File: src/dlic_defines.vh
// Constants for the dual level interrupt controller.
// Assumes inclusion by bare name from the design files.
`ifndef DLIC_DEFINES_VH
`define DLIC_DEFINES_VH

// ==========================================================
// Register byte offsets
`define DLIC_OFS_NORMAL_RAW      8'h00
`define DLIC_OFS_NORMAL_ENABLE   8'h04
`define DLIC_OFS_NORMAL_CLEAR    8'h08
`define DLIC_OFS_NORMAL_STATUS   8'h0c
`define DLIC_OFS_FAST_RAW        8'h10
`define DLIC_OFS_FAST_ENABLE     8'h14
`define DLIC_OFS_FAST_CLEAR      8'h18
`define DLIC_OFS_FAST_STATUS     8'h1c
`define DLIC_OFS_SWI_CONFIG      8'h20

// ==========================================================
// Register indices returned by the decoder
`define DLIC_IDX_NORMAL_RAW      4'h0
`define DLIC_IDX_NORMAL_ENABLE   4'h1
`define DLIC_IDX_NORMAL_CLEAR    4'h2
`define DLIC_IDX_NORMAL_STATUS   4'h3
`define DLIC_IDX_FAST_RAW        4'h4
`define DLIC_IDX_FAST_ENABLE     4'h5
`define DLIC_IDX_FAST_CLEAR      4'h6
`define DLIC_IDX_FAST_STATUS     4'h7
`define DLIC_IDX_SWI_CONFIG      4'h8
`define DLIC_IDX_NONE            4'hf

// ==========================================================
// Source vector bit positions
`define DLIC_BIT_FAST_OR         0
`define DLIC_BIT_PROGRAMMED      1
`define DLIC_BIT_TIMER0          2
`define DLIC_BIT_TIMER1          3
`define DLIC_BIT_TIMER2          4
`define DLIC_BIT_LIN             5
`define DLIC_BIT_MEMORY          6
`define DLIC_BIT_PLL_LOCK        7
`define DLIC_BIT_ADC             8
`define DLIC_BIT_SPI             9
`define DLIC_BIT_HIGH_VOLTAGE    10
`define DLIC_BIT_OSC_CAL         11
`define DLIC_BIT_EXT_PIN         13

// Programmed interrupt config bits
`define DLIC_SWI_NORMAL_BIT      1
`define DLIC_SWI_FAST_BIT        2

// ==========================================================
// Masks and reset values
`define DLIC_ENABLE_MASK         32'h0000_2ffc
`define DLIC_SWI_MASK            32'h0000_0006
`define DLIC_ENABLE_RESET        32'h0000_0000
`define DLIC_SWI_RESET           32'h0000_0000

// AXI response codes
`define DLIC_RESP_OKAY           2'b00
`define DLIC_RESP_SLVERR         2'b10

`endif

File: src/dlic_pin_sync.v
// Three stage synchroniser for a level arriving from a pin.
// Assumes the pin is asynchronous to aclk.
`timescale 1ns/1ps
`default_nettype none

module dlic_pin_sync (
    input  wire aclk,
    input  wire aresetn,
    input  wire pin_async,
    output reg  pin_level
);

    reg stage1;
    reg stage2;
    reg stage3;

    // ==========================================================
    // Sync chain
    // Only stage2 reads stage1; metastability stays in stage1
    always @(posedge aclk) begin
        if (!aresetn) begin
            stage1    <= 1'b0;
            stage2    <= 1'b0;
            stage3    <= 1'b0;
            pin_level <= 1'b0;
        end else begin
            stage1 <= pin_async;
            stage2 <= stage1;
            stage3 <= stage2;
            if (stage2 == stage3) begin
                pin_level <= stage3;
            end
        end
    end

endmodule

`default_nettype wire

File: src/dlic_top.v
// Dual level interrupt controller with AXI4-Lite register access.
// Assumes on-chip request lines on aclk; the external pin is async.
`timescale 1ns/1ps
`default_nettype none
`include "dlic_defines.vh"

module dlic_top #(
    parameter ADDR_W = 8
) (
    input  wire              aclk,
    input  wire              aresetn,
    // AXI4-Lite write address
    input  wire [ADDR_W-1:0] s_axi_awaddr,
    input  wire [2:0]        s_axi_awprot,
    input  wire              s_axi_awvalid,
    output reg               s_axi_awready,
    // AXI4-Lite write data
    input  wire [31:0]       s_axi_wdata,
    input  wire [3:0]        s_axi_wstrb,
    input  wire              s_axi_wvalid,
    output reg               s_axi_wready,
    // AXI4-Lite write response
    output reg  [1:0]        s_axi_bresp,
    output reg               s_axi_bvalid,
    input  wire              s_axi_bready,
    // AXI4-Lite read address
    input  wire [ADDR_W-1:0] s_axi_araddr,
    input  wire [2:0]        s_axi_arprot,
    input  wire              s_axi_arvalid,
    output reg               s_axi_arready,
    // AXI4-Lite read data
    output reg  [31:0]       s_axi_rdata,
    output reg  [1:0]        s_axi_rresp,
    output reg               s_axi_rvalid,
    input  wire              s_axi_rready,
    // Peripheral request lines
    input  wire              timer0_req,
    input  wire              timer1_req,
    input  wire              timer2_req,
    input  wire              lin_req,
    input  wire              memory_req,
    input  wire              pll_lock_req,
    input  wire              adc_req,
    input  wire              spi_req,
    input  wire              high_voltage_req,
    input  wire              osc_cal_req,
    input  wire              external_pin_request,
    // Core exception inputs
    output reg               normal_request,
    output reg               fast_request
);

    // ==========================================================
    // Address decode
    // Used by both the write and the read path
    function [3:0] reg_index;
        input [ADDR_W-1:0] addr;
        begin
            case (addr)
                `DLIC_OFS_NORMAL_RAW:    reg_index = `DLIC_IDX_NORMAL_RAW;
                `DLIC_OFS_NORMAL_ENABLE: reg_index = `DLIC_IDX_NORMAL_ENABLE;
                `DLIC_OFS_NORMAL_CLEAR:  reg_index = `DLIC_IDX_NORMAL_CLEAR;
                `DLIC_OFS_NORMAL_STATUS: reg_index = `DLIC_IDX_NORMAL_STATUS;
                `DLIC_OFS_FAST_RAW:      reg_index = `DLIC_IDX_FAST_RAW;
                `DLIC_OFS_FAST_ENABLE:   reg_index = `DLIC_IDX_FAST_ENABLE;
                `DLIC_OFS_FAST_CLEAR:    reg_index = `DLIC_IDX_FAST_CLEAR;
                `DLIC_OFS_FAST_STATUS:   reg_index = `DLIC_IDX_FAST_STATUS;
                `DLIC_OFS_SWI_CONFIG:    reg_index = `DLIC_IDX_SWI_CONFIG;
                default:                 reg_index = `DLIC_IDX_NONE;
            endcase
        end
    endfunction

    // Byte strobes widened to a bit mask
    function [31:0] strobe_mask;
        input [3:0] strb;
        begin
            strobe_mask = {{8{strb[3]}}, {8{strb[2]}}, {8{strb[1]}}, {8{strb[0]}}};
        end
    endfunction

    // ==========================================================
    // Declarations
    reg  [ADDR_W-1:0] wr_addr;
    reg  [31:0]       wr_data;
    reg  [3:0]        wr_strb;
    reg               aw_held;
    reg               w_held;
    reg  [31:0]       normal_enable_mask;
    reg  [31:0]       fast_enable_mask;
    reg  [31:0]       software_interrupt_config;

    wire              ext_pin_level;
    wire              wr_fire;
    wire [3:0]        wr_index;
    wire [3:0]        rd_index;
    wire [31:0]       wr_bits;

    wire [31:0]       source_vector;
    wire [31:0]       normal_raw_signal;
    wire [31:0]       fast_raw_signal;
    wire [31:0]       normal_masked_status;
    wire [31:0]       fast_masked_status;
    wire [31:1]       fast_status_upper;
    wire              fast_or;

    reg  [31:0]       read_value;

    // ==========================================================
    // External pin synchroniser
    dlic_pin_sync u_ext_pin_sync (
        .aclk      (aclk),
        .aresetn   (aresetn),
        .pin_async (external_pin_request),
        .pin_level (ext_pin_level)
    );

    // ==========================================================
    // Source vector
    // Raw bits are a live view; a pulse shorter than a cycle is lost
    assign source_vector[`DLIC_BIT_FAST_OR]      = 1'b0;
    assign source_vector[`DLIC_BIT_PROGRAMMED]   = 1'b0;
    assign source_vector[`DLIC_BIT_TIMER0]       = timer0_req;
    assign source_vector[`DLIC_BIT_TIMER1]       = timer1_req;
    assign source_vector[`DLIC_BIT_TIMER2]       = timer2_req;
    assign source_vector[`DLIC_BIT_LIN]          = lin_req;
    assign source_vector[`DLIC_BIT_MEMORY]       = memory_req;
    assign source_vector[`DLIC_BIT_PLL_LOCK]     = pll_lock_req;
    assign source_vector[`DLIC_BIT_ADC]          = adc_req;
    assign source_vector[`DLIC_BIT_SPI]          = spi_req;
    assign source_vector[`DLIC_BIT_HIGH_VOLTAGE] = high_voltage_req;
    assign source_vector[`DLIC_BIT_OSC_CAL]      = osc_cal_req;
    assign source_vector[12]                     = 1'b0;
    assign source_vector[`DLIC_BIT_EXT_PIN]      = ext_pin_level;
    assign source_vector[31:14]                  = 18'h0_0000;

    // ==========================================================
    // Raw signal views
    // Read-only mirrors of the request lines
    assign normal_raw_signal = {source_vector[31:2],
                                software_interrupt_config[`DLIC_SWI_NORMAL_BIT],
                                fast_or};

    assign fast_raw_signal   = {source_vector[31:2],
                                software_interrupt_config[`DLIC_SWI_FAST_BIT],
                                fast_or};

    // ==========================================================
    // Masked status
    // Bit 1 bypasses the mask: programmed requests are unmaskable
    assign fast_status_upper = {fast_raw_signal[31:2] & fast_enable_mask[31:2],
                                fast_raw_signal[1]};
    assign fast_or           = |fast_status_upper;
    assign fast_masked_status   = {fast_status_upper, fast_or};
    assign normal_masked_status = {normal_raw_signal[31:2] & normal_enable_mask[31:2],
                                   normal_raw_signal[1],
                                   fast_or};

    // ==========================================================
    // Core request outputs
    // Independent of the core's own disable flags; no vector output
    always @(posedge aclk) begin
        if (!aresetn) begin
            normal_request <= 1'b0;
            fast_request   <= 1'b0;
        end else begin
            normal_request <= |normal_masked_status;
            fast_request   <= fast_or;
        end
    end

    // ==========================================================
    // AXI write channel
    assign wr_fire  = aw_held && w_held && !s_axi_bvalid;
    assign wr_index = reg_index(wr_addr);
    assign wr_bits  = wr_data & strobe_mask(wr_strb);

    always @(posedge aclk) begin
        if (!aresetn) begin
            s_axi_awready <= 1'b0;
            s_axi_wready  <= 1'b0;
            s_axi_bvalid  <= 1'b0;
            s_axi_bresp   <= `DLIC_RESP_OKAY;
            aw_held       <= 1'b0;
            w_held        <= 1'b0;
            wr_addr       <= {ADDR_W{1'b0}};
            wr_data       <= 32'h0000_0000;
            wr_strb       <= 4'h0;
        end else begin
            if (!aw_held && !s_axi_bvalid && !s_axi_awready) begin
                s_axi_awready <= 1'b1;
            end

            if (!w_held && !s_axi_bvalid && !s_axi_wready) begin
                s_axi_wready <= 1'b1;
            end

            if (s_axi_awvalid && s_axi_awready) begin
                aw_held       <= 1'b1;
                wr_addr       <= s_axi_awaddr;
                s_axi_awready <= 1'b0;
            end

            if (s_axi_wvalid && s_axi_wready) begin
                w_held       <= 1'b1;
                wr_data      <= s_axi_wdata;
                wr_strb      <= s_axi_wstrb;
                s_axi_wready <= 1'b0;
            end

            if (wr_fire) begin
                aw_held      <= 1'b0;
                w_held       <= 1'b0;
                s_axi_bvalid <= 1'b1;
                if (wr_index == `DLIC_IDX_NONE) begin
                    s_axi_bresp <= `DLIC_RESP_SLVERR;
                end else begin
                    s_axi_bresp <= `DLIC_RESP_OKAY;
                end
            end

            if (s_axi_bvalid && s_axi_bready) begin
                s_axi_bvalid <= 1'b0;
            end
        end
    end

    // ==========================================================
    // Enable masks and programmed interrupt config
    // Only implemented sources are writable; enable mask bits 0 and 1 stay zero
    always @(posedge aclk) begin
        if (!aresetn) begin
            normal_enable_mask        <= `DLIC_ENABLE_RESET;
            fast_enable_mask          <= `DLIC_ENABLE_RESET;
            software_interrupt_config <= `DLIC_SWI_RESET;
        end else if (wr_fire) begin
            case (wr_index)
                `DLIC_IDX_NORMAL_ENABLE: begin
                    normal_enable_mask <= normal_enable_mask | (wr_bits & `DLIC_ENABLE_MASK);
                    fast_enable_mask   <= fast_enable_mask & ~(wr_bits & `DLIC_ENABLE_MASK);
                end

                `DLIC_IDX_NORMAL_CLEAR: begin
                    normal_enable_mask <= normal_enable_mask & ~wr_bits;
                end

                `DLIC_IDX_FAST_ENABLE: begin
                    fast_enable_mask   <= fast_enable_mask | (wr_bits & `DLIC_ENABLE_MASK);
                    normal_enable_mask <= normal_enable_mask & ~(wr_bits & `DLIC_ENABLE_MASK);
                end

                `DLIC_IDX_FAST_CLEAR: begin
                    fast_enable_mask <= fast_enable_mask & ~wr_bits;
                end

                `DLIC_IDX_SWI_CONFIG: begin
                    software_interrupt_config <= (software_interrupt_config & ~(strobe_mask(wr_strb)
                                                 & `DLIC_SWI_MASK)) | (wr_bits & `DLIC_SWI_MASK);
                end

                default: begin
                    normal_enable_mask <= normal_enable_mask;
                end
            endcase
        end
    end

    // ==========================================================
    // Read mux
    // Write-only clear registers read as zero
    assign rd_index = reg_index(s_axi_araddr);

    always @* begin
        case (rd_index)
            `DLIC_IDX_NORMAL_RAW:    read_value = normal_raw_signal;
            `DLIC_IDX_NORMAL_ENABLE: read_value = normal_enable_mask;
            `DLIC_IDX_NORMAL_STATUS: read_value = normal_masked_status;
            `DLIC_IDX_FAST_RAW:      read_value = fast_raw_signal;
            `DLIC_IDX_FAST_ENABLE:   read_value = fast_enable_mask;
            `DLIC_IDX_FAST_STATUS:   read_value = fast_masked_status;
            `DLIC_IDX_SWI_CONFIG:    read_value = software_interrupt_config;
            default:                 read_value = 32'h0000_0000;
        endcase
    end

    // ==========================================================
    // AXI read channel
    always @(posedge aclk) begin
        if (!aresetn) begin
            s_axi_arready <= 1'b0;
            s_axi_rvalid  <= 1'b0;
            s_axi_rdata   <= 32'h0000_0000;
            s_axi_rresp   <= `DLIC_RESP_OKAY;
        end else begin
            if (!s_axi_rvalid && !s_axi_arready) begin
                s_axi_arready <= 1'b1;
            end

            if (s_axi_arvalid && s_axi_arready) begin
                s_axi_arready <= 1'b0;
                s_axi_rvalid  <= 1'b1;
                s_axi_rdata   <= read_value;
                if (rd_index == `DLIC_IDX_NONE) begin
                    s_axi_rresp <= `DLIC_RESP_SLVERR;
                end else begin
                    s_axi_rresp <= `DLIC_RESP_OKAY;
                end
            end

            if (s_axi_rvalid && s_axi_rready) begin
                s_axi_rvalid <= 1'b0;
            end
        end
    end

endmodule

`default_nettype wire

File: config.mk
export PLATFORM = sky130hd
export DESIGN_NAME = dlic_top
export DESIGN_NICKNAME = d
export VERILOG_FILES = /design/src/dlic_pin_sync.v /design/src/dlic_top.v
export VERILOG_INCLUDE_DIRS = /design/src
export SDC_FILE = /design/constraint.sdc
export NUM_CORES = 1
export LEC_CHECK = 0
export ABC_AREA = 1
export ABC_CLOCK_PERIOD_IN_PS = 3760
export BUFFER_PORTS_ARGS = -buffer_cell sky130_fd_sc_hd__buf_4
export CAP_MARGIN = 20
export CORE_MARGIN = 3
export CORE_UTILIZATION = 45
export CTS_CLUSTER_DIAMETER = 80
export DETAILED_ROUTE_END_ITERATION = 8
export PLACE_DENSITY = 0.66
export SYNTH_ARGS = -nofsm -noshare
export SYNTH_HDL_FRONTEND = slang
export SYNTH_SLANG_ARGS = --single-unit
File: constraint.sdc
create_clock -name aclk -period 3.76 [get_ports aclk]
set_input_delay 0.752 -clock aclk [delete_from_list [all_inputs] [get_ports aclk]]
set_output_delay 0.752 -clock aclk [all_outputs]
set_load 0.05 [all_outputs]
Word level (Yosys, flattened, before mapping)
Index checks and enable logic that the tools add are counted.

word-level totals
  register bits after elaboration = 189
  input bits = 76
  output and inout bits = 43
  logic and storage cells = 109

cells by class
  equality and inequality tests = 30
  muxes and demuxes = 7
  bitwise logic cells = 15
  reduce and logical (&&, ||, !) cells = 35

operators with widths
  kind                                                 count
  case mux 32 bit (7 select lines)                     1
  AND 32 bit                                           6
  case mux 32 bit (3 select lines)                     2
  case mux 4 bit (9 select lines)                      2
  equality test 8 x 5 -> 1 bit, second input constant  8
  OR 32 x 14 -> 32 bit                                 2
  OR reduction 62 bit                                  1
  AND 12 x 30 -> 30 bit                                2
  equality test 8 x 4 -> 1 bit, second input constant  4
  inverter 14 -> 32 bit                                1
  inverter 3 -> 32 bit                                 1
  inverter 32 bit                                      1
  OR 32 x 3 -> 32 bit                                  1
  OR reduction 31 bit                                  1
  equality test 4 x 3 -> 1 bit, second input constant  5
  equality test 4 bit, second input constant           4
  equality test 8 x 3 -> 1 bit, second input constant  2
  equality test 8 x 6 -> 1 bit, second input constant  2
  zero test 8 bit                                      2
  logical AND 1 bit                                    12
  OR reduction 2 bit                                   6
  equality test 4 x 1 -> 1 bit, second input constant  2
  equality test 4 x 2 -> 1 bit, second input constant  2
  zero test 1 bit                                      7
  other kinds (6)                                      10

Longest topological paths before layout
Gate-level depths: netlist of run 1.

  depth after elaboration = 5
  depth in mapped cells = 11
  gate-level depth less buffers = 10

By module
Synthesis of run 1 repeated with hierarchy kept, for this count alone.

unflattened totals
  cell total of the unflattened synthesis = 1152
  area total of the unflattened synthesis = 7423.4 µm²

by module, submodules not included
  module         times used  cells an instance  area an instance (µm²)  seq. area each (µm²)
  dlic_top       1           1139               7307.0                  3062.9
  dlic_pin_sync  1           13                 116.4                   80.1

Least setup slack after synthesis of run 1
No wires, ideal clock.

  kind = input to register
  start point = in s_axi_araddr[1]
  end point = reg s_axi_rdata[10]
  setup time = 0.059 ns
  arrival time = 1.717 ns
  setup slack = 1.983 ns
  stages on the path = 9
  path through = inv_1 nand2_4 nor2_2 buf_4 nand3_1 a21boi_2 buf_6 nand2_1 nand2_1

on the way
  cells in the longest elaborated chain, start to end = 4

ends and longest elaborated chain
  what                                                        line            source
  start, declared                                             dlic_top.v:27   input wire [ADDR_W-1:0] s_axi_araddr,
  equality test 8 x 6 -> 1 bit, or another cell as far along  dlic_top.v:59   case (addr)
  case mux 4 bit (9 select lines) *                           dlic_top.v:59
  equality test 4 bit, or another cell as far along           dlic_top.v:274  case (rd_index)
  case mux 32 bit (7 select lines) *                          dlic_top.v:274
  end signal, assigned                                        dlic_top.v:302  s_axi_rdata <= read_value;
  end, declared                                               dlic_top.v:32   output reg [31:0] s_axi_rdata,

Every way passes the cells marked *; elsewhere a longest branch is shown, timed or not.
A chain may end at the register's enable or synchronous reset.

Worst setup path in the final report of run 1
  start point = reg wr_addr[6]
  end point = reg normal_enable_mask[21]

on the way
  cells in the longest elaborated chain, start to end = 5

ends and longest elaborated chain
  what                                                        line            source
  start, declared                                             dlic_top.v:84   reg [ADDR_W-1:0] wr_addr;
  start signal, assigned                                      dlic_top.v:186  wr_addr <= {ADDR_W{1'b0}};
  start signal, assigned                                      dlic_top.v:200  wr_addr <= s_axi_awaddr;
  equality test 8 x 6 -> 1 bit, or another cell as far along  dlic_top.v:59
  case mux 4 bit (9 select lines) *                           dlic_top.v:59
  equality test 4 x 3 -> 1 bit, or another cell as far along  dlic_top.v:237  case (wr_index)
  nonzero test 3 bit (no source line)                         -
  AND reduction 2 bit (no source line)                        -
  end signal, assigned                                        dlic_top.v:233  normal_enable_mask <= `DLIC_ENABLE_RESET;
  end signal, assigned                                        dlic_top.v:239  normal_enable_mask <= normal_enable_mask | (wr_bits & `DLIC_ENABLE_MASK);
  end signal, assigned                                        dlic_top.v:244  normal_enable_mask <= normal_enable_mask & ~wr_bits;
  end, declared                                               dlic_top.v:89   reg [31:0] normal_enable_mask;

Marked as above.

==> flow_summary.ini, run 1 <==
[grt]
grt_pass1_wl_um = 29340
antenna_found_initial = 0
overflow = 0
grt_util_all_layers_pct = 20.18
grt_max_degree = 101
grt_pass1_vias = 5911

[detailed_routing]
routed_via_density = 4.772
ant_nets = 0
wl_per_cell_um = 12.73
drtIter0Drc = 474
vias = 6671
wl_um = 17800
drc_errors = 0
dr.pass1.iters = 5

[cts]
cts_tree = done
cts_setup_buffers = 0
cts_hold_buffers = 0
clock_path_buffers = 2
htreeDepth = 4
path_clk_slew_ns = 0.06
cts_root_buffer = clkbuf_16
cts-resized-gates = 0
clock_sinks = 157
cts_inserted_buffers = 17
clock_latency_ns = 0.43

[floorplanning]
num_rows = 45
ioPinCount = 119
start_util_pct = 46.86
die_area_mm2 = 0.01768
dieHeight_um = 133.0
fp.coreArea_mm2 = 0.01548
die_x_um = 133.0

[sta]
tns_ns = 0
period_needed_ns = 2.301
finalCritPeriodShare_pct = 61.20
setup_slack_ns = 1.459
setup_viol = 0
relSlewSlack_pct = 32.26
rsz0062_at_grt = no
hold_viol = 0
fin_worst_skew_ns = 0.009924
fin_hold_ws_ns = 0.4131
worstMarginPinSlew_ns = 1.016
report.final.slew_viol_count = 0
clock.fmax_mhz = 434.6

[synthesis]
synth_ff_type = dfxtp_1
synth.largest_area_cell = dfxtp_1
synth_simple_gate_area_share_pct = 33.54
yosysSeqAreaShare_pct = 43.32
yosysTopAreaCellShare_pct = 43.32
async_flop_share_pct = 0
syn_inst = 1097
synth_common_cells = nand2_1 (295), dfxtp_1 (157), nor2_1 (141)
synth_fa_ha_area_share_pct = 0
synth.most_common_cell = nand2_1
ys_seq_elements = 157
synth_top_family_by_area = simple AND/OR/NAND/NOR gates
yosys-top-cells-area = dfxtp_1 (43%), nand2_1 (15%), nor2_1 (7.3%), inv_1 (6.8%), nand3_1 (6.7%)
synthMuxAreaShare_pct = 0
synth_compound_area_share_pct = 11.04
avgSynthCellArea_um2 = 6.614
synth_xor_xnor_area_share_pct = 0
ys_types = 30
yosysWarnings = 0
synth_area_mm2 = 0.007256
synth_edf_count = 0

[critical_path]
path_common_cell = nand2_1
critPathArrivalTime_ns = 2.63
slowest_delay_ns = 0.52
cpMaxStageDelayCell = nand2_1
critPathBufInv = 4
cp_data_required_time_ns = 4.09
path_delay_family = simple AND/OR/NAND/NOR gates
path_max_fanout = 24
critPathLaunchType = register
worst_setup_path_end_kind = register
crit_type = reg2reg
critical_path.cell_chain = inv_2 -> nand2_1 -> nor2_1 -> nand2_1 -> nand3_1 -> buf_4 -> nand2_1 -> nor2_2 -> buf_4 -> nand2_1 -> nand2_1 -> inv_1

[finish]
layout-drive-gt1-share_pct = 14.49
layout.nets = 1250
area_growth_pct = 20.07
fin_area_mm2 = 0.008712
diodes = 0
fin_util_pct = 56.27

[placed_design]
io_buffers = 110
post-place-ws_ns = 1.200
dpl.hpwl_um = 12050
gp_congestion = 0.8819
place_area_mm2 = 0.008084

[power_and_ir_drop]
p_leak_nw = 4.268
power_density_mw_per_mm2 = 441.8
ir_drop_uv = 329.7

[run]
max_cap_viol_count = 0

[min_path]
hp-class = reg2reg

[status]
status = finished, final reports clean
-- flip-flops by register name, summed over array words and instances (netlist names), 4 cells and up, named ones only --
signal / count
wr_data: 32
s_axi_rdata: 32
fast_enable_mask: 32
normal_enable_mask: 32
wr_addr: 8
wr_strb: 4
-- kinds of logic (layout without fill, tap and decap cells) --
logic type	Yosys count	after routing
compound gates	156	156
simple gates	579	579
other cells	1	2
buf+inv	204	293
flops	157	157
-- worst register-to-register path: stages (launching register included) --
cell	delay (ns)
dfxtp_1	0.30
inv_2	0.05
nand2_1	0.09
nor2_1	0.15
nand2_1	0.52
nand3_1	0.23
buf_4	0.22
nand2_1	0.08
nor2_2	0.09
buf_4	0.27
nand2_1	0.10
nand2_1	0.07
inv_1	0.03
-- placed cells by master (no fill, tap or decap) --
cell type	n
o21a_1	1
nor2_2	6
nor2_8	1
bufinv_16	4
a21oi_1	78
nand2_2	5
conb_1	2
nand2_1	295
nor2_1	140
nand3_1	97
buf_4	120
clkbuf_1	4
o21ai_0	58
nor3_1	5
clkinv_4	2
a31oi_1	1
clkinv_1	2
a21boi_2	1
clkbuf_8	2
nor2_4	1
inv_4	1
o21ai_1	13
inv_1	131
clkinvlp_4	3
clkbuf_16	17
inv_2	7
nand4_1	26
dfxtp_1	157
nand3b_1	1
a211oi_1	1
nand2_4	2
o31ai_1	3
-- per-stage QoR --
stage / std cells / power (mW)
6_report: 1398 / 3.849
5_1_grt: 1398 / 3.989
4_1_cts: 1398 / 3.876
3_5_place_dp: 1366 / 2.065
3_3_place_gp: 1366 / 2.064
2_1_floorplan: 1098 / 1.956
-- report_power, final --
| part | total, mW | switching (mW) | internal (mW) | leakage (nW) |
|---|---|---|---|---|
| clock network | 1.82 | 0.672 | 1.15 | 0.294 |
| registers | 1.74 | 0.0307 | 1.71 | 1.27 |
| logic | 0.290 | 0.186 | 0.104 | 2.70 |
| total | 3.85 | 0.889 | 2.96 | 4.27 |
-- layout make-up --
class | instances | area, um2
fillers | 1543 | 6771
flip-flops and latches | 157 | 3143
inverters | 141 | 531.8
well taps | 211 | 264.0
repair buffers | 120 | 900.9
multi-input cells | 737 | 3244
clock inverters | 9 | 160.2
clock buffers | 23 | 467.9
-- routing by layer --
metal | routed length [um] | share of wire, % | global-route usage, %
met1 | 9642 | 54 | 31.85
met2 | 6773 | 38 | 26.78
met3 | 1211 | 6.8 | 5.057
met4 | 175 | 0.98 | 5.312
met5 | 0 | 0 | 0
-- worst paths after layout --
check	startpoint	end	slack (ns)	cells past startpoint
worst max register to register	wr_addr[6]$_SDFFE_PN0P_	normal_enable_mask[21]$_SDFFE_PN0P_	1.46	12
worst min register to register	u_ext_pin_sync.stage1$_SDFF_PN0_	u_ext_pin_sync.stage2$_SDFF_PN0_	0.41	2
worst max-delay path	wr_addr[6]$_SDFFE_PN0P_	normal_enable_mask[21]$_SDFFE_PN0P_	1.46	12
worst min-delay path	u_ext_pin_sync.stage1$_SDFF_PN0_	u_ext_pin_sync.stage2$_SDFF_PN0_	0.41	2
No activity file was read; power rests on OpenSTA's default activity.
==> inputs of run 2 (changes only) <==
ABC_AREA = 0   (was 1)
ABC_CLOCK_PERIOD_IN_PS = 2300   (was 3760)
PLACE_DENSITY = 0.67   (was 0.66)
clock period = 2.3 ns   (was 3.76 ns; I/O delays follow)
==> flow_summary.ini, run 2 <==
[status]
status = finished, final reports clean

[synthesis]
ys_types = 44
synth_edf_count = 0
yosys-top-cells-area = dfxtp_1 (52%), nand2_1 (11%), a21oi_1 (9.4%), mux2i_1 (4.0%), a22oi_1 (3.4%)
synth_common_cells = nand2_1 (182), dfxtp_1 (157), a21oi_1 (113)
syn_inst = 723
synth_ff_type = dfxtp_1
avgSynthCellArea_um2 = 8.343
yosysTopAreaCellShare_pct = 52.11
yosysWarnings = 0
yosysSeqAreaShare_pct = 52.11
async_flop_share_pct = 0
synth_area_mm2 = 0.006032
synth.most_common_cell = nand2_1
ys_seq_elements = 157
synth.largest_area_cell = dfxtp_1

[placed_design]
dpl.hpwl_um = 10530
gp_congestion = 0.8584
io_buffers = 110
place_area_mm2 = 0.006987

[sta]
tns_ns = 0
finalCritPeriodShare_pct = 77.43
relSlewSlack_pct = 54.17
period_needed_ns = 1.781
worstMarginPinSlew_ns = 0.6849
rsz0062_at_grt = no
clock.fmax_mhz = 561.6
report.final.slew_viol_count = 0
fin_worst_skew_ns = 0.01344
setup_viol = 0
hold_viol = 0

[grt]
grt_util_all_layers_pct = 21.42
use_met3_pct = 5.385
use_met2_pct = 32.32
grt_pass1_wl_um = 24990
antenna_found_initial = 0
grt_max_degree = 41
grt_busiest_layer = met2
overflow = 0
met1_usage_pct = 29.87
grt_pass1_vias = 5009

[cts]
path_clk_slew_ns = 0.06
cts_root_buffer = clkbuf_16
clock_sinks = 157
cts-resized-gates = 0
clock_path_buffers = 2
htreeDepth = 4
clock_latency_ns = 0.42
cts_setup_buffers = 0
cts_hold_buffers = 0
cts_inserted_buffers = 17
cts_tree = done

[critical_path]
path_max_fanout = 8
crit_type = reg2reg
critPathLaunchType = register
critPathArrivalTime_ns = 2.08
worst_setup_path_end_kind = register
cp_data_required_time_ns = 2.60

[floorplanning]
num_rows = 41
dieHeight_um = 121.8
die_area_mm2 = 0.01483
fp.coreArea_mm2 = 0.01288
ioPinCount = 119
die_x_um = 121.8
start_util_pct = 46.85

[detailed_routing]
vias = 5386
routed_via_density = 5.370
dr.pass1.iters = 5
drtIter0Drc = 437
drc_errors = 0
wl_per_cell_um = 15.40
ant_nets = 0
wl_um = 15450

[finish]
multi_input_area_mm2 = 0.002670
fin_area_mm2 = 0.007587
layout_common_cells = nand2_1 (182), dfxtp_1 (157), buf_4 (121), a21oi_1 (113), o21ai_0 (39)
diodes = 0
area_growth_pct = 25.78
fill_cells = 1197
seqCellArea_mm2 = 0.003143
layout.nets = 894
layout-drive-gt1-share_pct = 19.49
final_common_cell = nand2_1

[power_and_ir_drop]
ir_drop_uv = 561.2
p_leak_nw = 2.957
power_density_mw_per_mm2 = 800.0

[min_path]
hp-class = in2reg

[run]
max_cap_viol_count = 0
[run 2: final timing paths]
check,startpoint,end,slack [ns],cells past startpoint
max,wr_addr[7]$_SDFFE_PN0P_,normal_enable_mask[16]$_SDFFE_PN0P_,0.52,6
min,external_pin_request,u_ext_pin_sync.stage1$_SDFF_PN0_,0.25,2
max reg2reg,wr_addr[7]$_SDFFE_PN0P_,normal_enable_mask[16]$_SDFFE_PN0P_,0.52,6
min reg2reg,normal_enable_mask[17]$_SDFFE_PN0P_,normal_enable_mask[17]$_SDFFE_PN0P_,0.43,2
[run 2: per-layer routing]
layer	up-vias	routed length, um
met5	-	0
met4	0	184
met3	17	1104
met2	185	6913
met1	2509	7242
li1	2675	-
[run 2: kinds of logic after synthesis]
family	Yosys count	synth area share, %
buf+inv	55	3.837
simple gates	270	19.71
mux	25	4.169
flops	157	52.11
compound gates	215	20.12
other cells	1	0.06217
[run 2: area by class of cell]
| type | count | share of cell area (%) |
|---|---|---|
| repair buffers | 122 | 12.24 |
| flip-flops and latches | 157 | 41.42 |
| clock buffers | 21 | 6.069 |
| well taps | 172 | 2.836 |
| multi-input cells | 512 | 35.19 |
| inverters | 8 | 0.3958 |
| clock inverters | 11 | 1.847 |
[run 2: per-stage QoR]
stage / hold slack [ns] / util (%) / power, mW / std cells / setup slack (ns)
floorplan: 0.4073 / - / 3.102 / 724 / 0.3836
global placement: 0.4177 / 54.26 / 3.278 / 971 / 0.2378
detailed placement: 0.4212 / 54.26 / 3.289 / 971 / 0.2119
CTS: 0.2316 / 58.93 / 6.129 / 1003 / 0.5125
global route: 0.2369 / 58.93 / 6.291 / 1003 / 0.3887
finish: 0.2533 / 58.93 / 6.070 / 1003 / 0.5192
[run 2: power by group]
part	switching (mW)	internal, mW	leakage (nW)
registers	0.0544	2.77	1.27
clock network	1.08	1.76	0.297
logic	0.241	0.163	1.39
[run 2: critical path, cell delays in order, from the launching register on]
cell,delay (ns)
dfxtp_1,0.32
nor4_2,0.26
buf_4,0.17
nand2b_1,0.08
and3b_1,0.33
and2_1,0.37
a21oi_1,0.12
